## config.mk

```make
export PLATFORM = sky130hd
export DESIGN_NAME = capture_compare
export DESIGN_NICKNAME = d
export VERILOG_FILES = /design/src/core/pin_sync.v /design/src/core/edge_detect.v /design/src/core/capture_compare.v
export VERILOG_INCLUDE_DIRS = /design/src /design/src/core
export SDC_FILE = /design/constraint.sdc
export NUM_CORES = 1
export LEC_CHECK = 0
export BUFFER_PORTS_ARGS = -buffer_cell sky130_fd_sc_hd__buf_4
export CORE_UTILIZATION = 40
export DETAILED_ROUTE_END_ITERATION = 12
export GPL_TIMING_DRIVEN = 0
export PLACE_DENSITY = 0.65
export SLEW_MARGIN = 10
export SYNTH_ARGS = -nofsm -noshare
export SYNTH_HDL_FRONTEND = slang
export SYNTH_SLANG_ARGS = --single-unit
```

## constraint.sdc

```tcl
create_clock -name ref_clk -period 2.4 [get_ports ref_clk]
set_input_delay 0.12 -clock ref_clk [delete_from_list [all_inputs] [get_ports ref_clk]]
set_output_delay 0.12 -clock ref_clk [all_outputs]
set_load 0.01 [all_outputs]
```

## src/core/capcmp_regs.vh

```
// Constants for the capture/compare module: widths, field values, counts
`ifndef CAPCMP_REGS_VH
`define CAPCMP_REGS_VH
`define CNT_W 16
`define BYTE_W 8
`define LEN_8 2'b00
`define LEN_9 2'b01
`define LEN_10 2'b10
`define LEN_11 2'b11
`define OVF_BIT_8 4'h7
`define OVF_BIT_9 4'h8
`define OVF_BIT_10 4'h9
`define OVF_BIT_11 4'hA
`define SYNC_STAGES 2
`define ZERO16 16'h0000
`define ZERO8 8'h00
`define ONES16 16'hFFFF
`endif

```

## src/core/pin_sync.v

```verilog
// Two-stage synchroniser for the module pin input
`default_nettype none
module pin_sync (
	input wire ref_clk,
	input wire arst_n,
	input wire ce,
	input wire din,
	output wire dout
);
	reg meta_q;
	reg sync_q;
	// ----------------------------------------
	// Synchroniser chain; first stage read only by the second
	// ----------------------------------------
	always @(posedge ref_clk or negedge arst_n) begin
		if (!arst_n) begin
			meta_q <= 1'b0;
			sync_q <= 1'b0;
		end else if (ce) begin
			meta_q <= din;
			sync_q <= meta_q;
		end
	end
	assign dout = sync_q;
endmodule
`default_nettype wire

```

## src/core/edge_detect.v

```verilog
// Edge detector selecting rising, falling or both edges
`default_nettype none
module edge_detect (
	input wire ref_clk,
	input wire arst_n,
	input wire ce,
	input wire level,
	input wire rise_en,
	input wire fall_en,
	output wire hit
);
	reg prev_q;
	// ----------------------------------------
	// Previous level of the synchronised pin
	// ----------------------------------------
	always @(posedge ref_clk or negedge arst_n) begin
		if (!arst_n) begin
			prev_q <= 1'b0;
		end else if (ce) begin
			prev_q <= level;
		end
	end
	// Edge selection by the two enable bits
	assign hit = (rise_en & level & ~prev_q) |
		(fall_en & ~level & prev_q);
endmodule
`default_nettype wire

```

## src/core/capture_compare.v

```verilog
// One capture/compare module of the counter array
`default_nettype none
`include "capcmp_regs.vh"
module capture_compare #(
	parameter CNT_W = `CNT_W
) (
	input wire ref_clk,
	input wire arst_n,
	input wire ce,
	input wire [15:0] counter_value,
	input wire counter_tick,
	input wire [1:0] cycle_length_field,
	input wire reload_register_select,
	input wire rising_edge_capture_enable,
	input wire falling_edge_capture_enable,
	input wire match_flag_enable,
	input wire toggle_enable,
	input wire pwm_select,
	input wire wide_pwm_select,
	input wire flag_interrupt_enable,
	input wire overflow_interrupt_enable,
	input wire [7:0] wr_data,
	input wire wr_low,
	input wire wr_high,
	input wire comparator_enable_wr,
	input wire comparator_enable_wdata,
	input wire flag_clear,
	input wire module_io_pin_in,
	output reg module_io_pin_out,
	output wire module_io_pin_oe_n,
	output reg [7:0] compare_low_byte,
	output reg [7:0] compare_high_byte,
	output wire comparator_enable,
	output wire module_event_flag,
	output wire cycle_overflow_flag,
	output wire pin_level,
	output wire irq
);
	reg [15:0] cap_q;
	reg [15:0] reload_q;
	reg ecom_q;
	reg flag_q;
	reg cycle_overflow_flag_q;
	reg pin_q;
	reg pwm_last_q;
	wire pin_s;
	wire edge_hit;
	wire cap_mode;
	wire timer_mode;
	wire hso_mode;
	wire freq_mode;
	wire pwm_short;
	wire pwm_long;
	wire match16;
	wire match8;
	wire nmatch;
	wire ovf_short;
	wire ovf16;
	wire event_set;
	reg [3:0] ovf_bit;
	reg [15:0] len_mask;
	wire [7:0] step;

	assign comparator_enable = ecom_q;
	assign module_event_flag = flag_q;
	assign cycle_overflow_flag = cycle_overflow_flag_q;

	// ----------------------------------------
	// Pin input path
	// ----------------------------------------
	// Two flops only synchronise; a one-clock pulse that is sampled still passes
	pin_sync u_sync (
		.ref_clk(ref_clk),
		.arst_n(arst_n),
		.ce(ce),
		.din(module_io_pin_in),
		.dout(pin_s)
	);
	edge_detect u_edge (
		.ref_clk(ref_clk),
		.arst_n(arst_n),
		.ce(ce),
		.level(pin_s),
		.rise_en(rising_edge_capture_enable),
		.fall_en(falling_edge_capture_enable),
		.hit(edge_hit)
	);
	// Live level lets software tell which edge fired
	assign pin_level = pin_s;

	// ----------------------------------------
	// Mode decode
	// ----------------------------------------
	assign cap_mode = (rising_edge_capture_enable |
		falling_edge_capture_enable) & ~toggle_enable & ~pwm_select;
	assign timer_mode = ~cap_mode & ~toggle_enable & ~pwm_select &
		match_flag_enable & ~wide_pwm_select;
	assign hso_mode = toggle_enable & ~pwm_select & match_flag_enable;
	assign freq_mode = toggle_enable & pwm_select;
	assign pwm_long = pwm_select & ~toggle_enable & wide_pwm_select;
	// Shared length field, no per-module length
	assign pwm_short = pwm_select & ~toggle_enable & ~wide_pwm_select;
	// Pin is always driven by the module outside capture
	assign module_io_pin_oe_n = cap_mode;

	// Overflow bit and compare mask from the length field
	always @* begin
		case (cycle_length_field)
		`LEN_8: begin
			ovf_bit = `OVF_BIT_8;
		end
		`LEN_9: begin
			ovf_bit = `OVF_BIT_9;
		end
		`LEN_10: begin
			ovf_bit = `OVF_BIT_10;
		end
		default: begin
			ovf_bit = `OVF_BIT_11;
		end
		endcase
		len_mask = ~(`ONES16 << (ovf_bit + 4'h1));
	end

	// ----------------------------------------
	// Comparators, using this cycle's counter value
	// ----------------------------------------
	assign match16 = ecom_q & counter_tick & (counter_value == cap_q);
	assign match8 = ecom_q & counter_tick &
		(counter_value[7:0] == cap_q[7:0]);
	assign nmatch = ecom_q & counter_tick &
		((counter_value & len_mask) == (cap_q & len_mask));
	// Overflow out of bit N: low N+1 bits all ones before the tick
	assign ovf_short = counter_tick &
		((counter_value & len_mask) == len_mask);
	assign ovf16 = counter_tick & (counter_value == `ONES16);
	// Step comes from the live register, not the lagging readback copy
	assign step = cap_q[15:8];

	// Flag sources: capture, or enabled match
	assign event_set = (cap_mode & edge_hit) |
		(match_flag_enable & ~cap_mode &
		(freq_mode ? match16 : (pwm_short ? nmatch : match16)));

	// ----------------------------------------
	// Register and flag state
	// ----------------------------------------
	// Byte writes go to capture or reload storage
	always @(posedge ref_clk or negedge arst_n) begin
		if (!arst_n) begin
			cap_q <= `ZERO16;
			reload_q <= `ZERO16;
			ecom_q <= 1'b0;
			flag_q <= 1'b0;
			cycle_overflow_flag_q <= 1'b0;
		end else if (ce) begin
			if (wr_low & reload_register_select) begin
				reload_q[7:0] <= wr_data;
			end else if (wr_low) begin
				cap_q[7:0] <= wr_data;
			end else if (cap_mode & edge_hit) begin
				cap_q <= counter_value;
			end else if (freq_mode & match8) begin
				cap_q[7:0] <= cap_q[7:0] + step;
			end else if (pwm_short & ovf_short) begin
				cap_q <= (cycle_length_field == `LEN_8) ?
					{cap_q[15:8], cap_q[15:8]} : reload_q;
			end
			if (wr_high & reload_register_select) begin
				reload_q[15:8] <= wr_data;
			end else if (wr_high) begin
				cap_q[15:8] <= wr_data;
			end
			// Low write clears, high write sets
			if (wr_high) begin
				ecom_q <= 1'b1;
			end else if (wr_low) begin
				ecom_q <= 1'b0;
			end else if (comparator_enable_wr) begin
				ecom_q <= comparator_enable_wdata;
			end
			// Set beats clear; only software clears
			if (event_set) begin
				flag_q <= 1'b1;
			end else if (flag_clear) begin
				flag_q <= 1'b0;
			end
			if (pwm_short & ovf_short) begin
				cycle_overflow_flag_q <= 1'b1;
			end else if (flag_clear) begin
				cycle_overflow_flag_q <= 1'b0;
			end
		end
	end

	// Readback of the byte pair that reload select points at
	always @(posedge ref_clk or negedge arst_n) begin
		if (!arst_n) begin
			compare_low_byte <= `ZERO8;
			compare_high_byte <= `ZERO8;
		end else if (ce) begin
			compare_low_byte <= reload_register_select ?
				reload_q[7:0] : cap_q[7:0];
			compare_high_byte <= reload_register_select ?
				reload_q[15:8] : cap_q[15:8];
		end
	end

	// ----------------------------------------
	// Pin output
	// ----------------------------------------
	always @(posedge ref_clk or negedge arst_n) begin
		if (!arst_n) begin
			pin_q <= 1'b0;
			pwm_last_q <= 1'b0;
			module_io_pin_out <= 1'b0;
		end else if (ce) begin
			if (hso_mode & match16) begin
				pin_q <= ~pin_q;
			end else if (freq_mode & match8) begin
				// Period of 2*step array clocks; zero wraps as 256
				pin_q <= ~pin_q;
			end else if (pwm_short & ~ecom_q) begin
				pin_q <= 1'b0;
			end else if (pwm_short & ovf_short) begin
				pin_q <= 1'b0;
			end else if (pwm_short &
				((cycle_length_field == `LEN_8) ? match8 : nmatch)) begin
				pin_q <= 1'b1;
			end else if (pwm_long & ~ecom_q) begin
				pin_q <= 1'b0;
			end else if (pwm_long & ovf16) begin
				pin_q <= 1'b0;
			end else if (pwm_long & match16) begin
				pin_q <= 1'b1;
			end
			pwm_last_q <= pwm_short | pwm_long;
			module_io_pin_out <= pin_q;
		end
	end

	// ----------------------------------------
	// Interrupt request
	// ----------------------------------------
	assign irq = (flag_interrupt_enable & flag_q) |
		(overflow_interrupt_enable & cycle_overflow_flag_q);
endmodule
`default_nettype wire

```

==> results.cfg <==
[run_status]
outcome = completed

[routing]
vias = 3592
first_pass_iters = 5
drt.antenna.violating_nets = 0
wl_per_cell_um = 18.53
vias_per_cell = 5.784
drtIter0Drc = 263
wl_mm = 11.51
drc = 0

[grt]
grt_max_degree = 57
grt-ovfl-total = 0
grt_pass1_wl_mm = 18.31
antenna_found_initial = 0
first_global_vias = 3423
grt_usage = 0.2406

[clocking]
numCtsBuffers = 5
cts-root-buf = clkbuf_8
h-tree-depth = 2
clk_pin_slew_ps = 100
clock_path_buffers = 2
cts_tree = yes
clkSinkCount = 56
clk_latency_ps = 320

[timing]
setup_viol = 0
post-route-period-util = 0.9454
slew_violations = 0
worst_pin_slew_ps = 837.8
hold_viol = 0
relSlewSlack = 0.4415
timing.hold.ws_ps = 32.42
fmax_mhz = 440.8
min_period_ps = 2269
clock_skew_ps = 10.76

[critical_path]
critPathTopFamily = simple AND/OR/NAND/NOR gates
max_stage_delay_ps = 540
r2r-start = cap_q[7]
crit_start = cap_q[7]
crit_fanout = 7
r2r_end = cap_q[2]
cpMaxStageDelayCell = o211ai_2
end_kind = register
cp_num_buf_inv = 0
critPathArrivalTime_ps = 2510
start_kind = register
reg2reg_depth = 6
worstSetupPathDepth = 6
crit_end = cap_q[2]
rrSetupSlack_ps = 130
crit_chain = xor2_1 > nor4_1 > nand4_1 > o211ai_2 > nand3_1 > o21ai_1
path_class = register to register
worstPathRequired_ps = 2650

[pwr]
peakVddDrop_v = 0.0004555
power.total_w = 0.002828
p_per_area_nw_per_um2 = 623.0
leakage_nw = 2.046

[floorplanning]
ios = 68
start_util = 0.4109
fp.coreArea_um2 = 9196
fp.dieH_um = 99.20
die_x_um = 99.20
dieArea_um2 = 9840
rows = 35

[synth]
yosys.area_share.xor_xnor = 0.04404
syn_inst = 436
avgSynthCellArea_um2 = 8.667
synthFlopType = dfrtp_1
synthAdderAreaFrac = 0.03179
async_reset_ff_frac = 1.000
syn_nets = 490
netlist_area_um2 = 3779
synth_edf_count = 0
ys_warn_count = 0
ys_ff_latch = 56
synth_cell_types = 50
seq_area_frac_synth = 0.3709
synth-compound-area-share = 0.2050
synth_simple_gate_area_frac = 0.1815
muxShareOfSynthArea = 0.1351
synth_top_family_by_area = compound AO/OA/AOI/OAI gates

[worst_hold_path]
hold_class = input port to register

[placed_design]
portBuffers = 65
hpwl_mm = 8.694
globalplace.congestion = 0.9493
place_area_um2 = 4405

[cells_and_area]
final_nets = 563
antenna_cells = 0
areaGrowthSynthToFinish_pct = 20.13
utilization = 0.4936
fill_cells = 919
multi_input_area_um2 = 2288
final_area_um2 = 4539
drive_gt1_frac = 0.2059
register_area_um2 = 1404

[flow_run]
max_cap_viol_count = 0
worst reg2reg max path: stages, from the launching register on:
cell,delay [ps]
dfrtp_1,460
xor2_1,200
nor4_1,360
nand4_1,340
o211ai_2,540
nand3_1,150
o21ai_1,140
where the power goes:
part / internal [W] / switching [W]
Sequential: 0.00110 / 0.000178
Clock: 0.000209 / 0.000332
Combinational: 0.000469 / 0.000539
routing by layer:
layer / global-route usage / share of wire / up-vias
met2: 0.3717 / 0.43 / 146
met4: 0.08145 / 0.031 / 0
met5: 0 / 0 / -
met1: 0.3394 / 0.47 / 1716
met3: 0.04568 / 0.068 / 27
li1: - / - / 1703
state kept, by name (all words and copies together) (netlist names):
name / count
cap_q: 16
reload_q: 16
cycle_overflow_flag: 1
pin_q: 1
module_io_pin_out: 1
comparator_enable: 1
compare_low_byte: 8
u_sync.meta_q: 1
u_sync.dout: 1
compare_high_byte: 8
u_edge.prev_q: 1
module_event_flag: 1
logic make-up (layout without fill, tap and decap cells):
family	Yosys count	in the layout
AO/OA/AOI/OAI	132	132
XOR/XNOR	19	19
multiplexers	49	49
adder cells (fa/ha/maj)	9	9
AND/OR/NAND/NOR	141	141
flip-flops	56	56
buffers and inverters	30	104
how the worst min path moves through the flow:
stage,from,to,slack (ps),depth (start not counted)
floorplan,arst_n,cap_q[0],-180,0
global placement,arst_n,compare_high_byte[7],230,1
detailed placement,arst_n,compare_high_byte[7],230,1
CTS,module_io_pin_in,u_sync.meta_q,30,2
global route,module_io_pin_in,u_sync.meta_q,20,2
finish,module_io_pin_in,u_sync.meta_q,30,2
stage by stage:
step	setup slack, ps	cells	TNS (ps)
2_1_floorplan	111.7	436	0
3_3_place_gp	-350.9	612	-4527
3_5_place_dp	-385.5	612	-4851
4_1_cts	52.06	621	0
5_1_grt	-7.379	621	-7.379
6_report	131.1	621	0
cells in the final DEF, fill, tap and decap left out, drive strengths merged, types with 4 or more instances in the layout:
master  count
buf        70
dfrtp      56
o21ai      55
nor2       52
a21oi      49
nand2      45
mux2i      33
clkbuf     20
xor2       16
mux2       16
inv        11
nand3      11
ha          8
nor3        7
nand4       5
a21o        4
nand2b      4
timing repair:
action / CTS / global route
hold endpoints to repair: 56 / 0
endpoints found under the setup margin: 16 / 4
hold buffers: 1 / 0
setup buffers: 0 / 0
resized for setup: 2 / 6
synth_stat cells, drive strengths merged, types with 2 or more instances:
library cell | number | area share
nor3 | 7 | 0.0093
xnor2 | 3 | 0.0070
nor4 | 2 | 0.0033
o211a | 2 | 0.0053
nand4 | 5 | 0.0083
a21oi | 49 | 0.066
nor2 | 52 | 0.060
buf | 5 | 0.0070
a2111oi | 2 | 0.0096
dfrtp | 56 | 0.37
or3 | 2 | 0.0033
a21o | 4 | 0.0079
a31oi | 3 | 0.0050
inv | 11 | 0.011
nor2b | 3 | 0.0050
clkbuf | 14 | 0.014
mux2 | 16 | 0.048
a211o | 3 | 0.0070
a22o | 2 | 0.0046
ha | 8 | 0.026
mux2i | 33 | 0.087
nand2b | 4 | 0.0066
a22oi | 2 | 0.0040
nand3 | 11 | 0.015
a211oi | 2 | 0.0040
nand3b | 3 | 0.0060
xor2 | 16 | 0.037
o21a | 2 | 0.0040
o31ai | 2 | 0.0040
nand2 | 45 | 0.045
o21ai | 55 | 0.073
cell type report:
| class | instances | area share |
|---|---|---|
| timing repair buffer | 66 | 0.1097 |
| buffer | 19 | 0.01764 |
| clock buffer | 6 | 0.01599 |
| inverter | 11 | 0.009096 |
| clock inverter | 2 | 0.003583 |
| tap | 111 | 0.03060 |
| sequential | 56 | 0.3093 |
| multi-input combinational | 350 | 0.5041 |
Power figures use the tool's default switching activity.
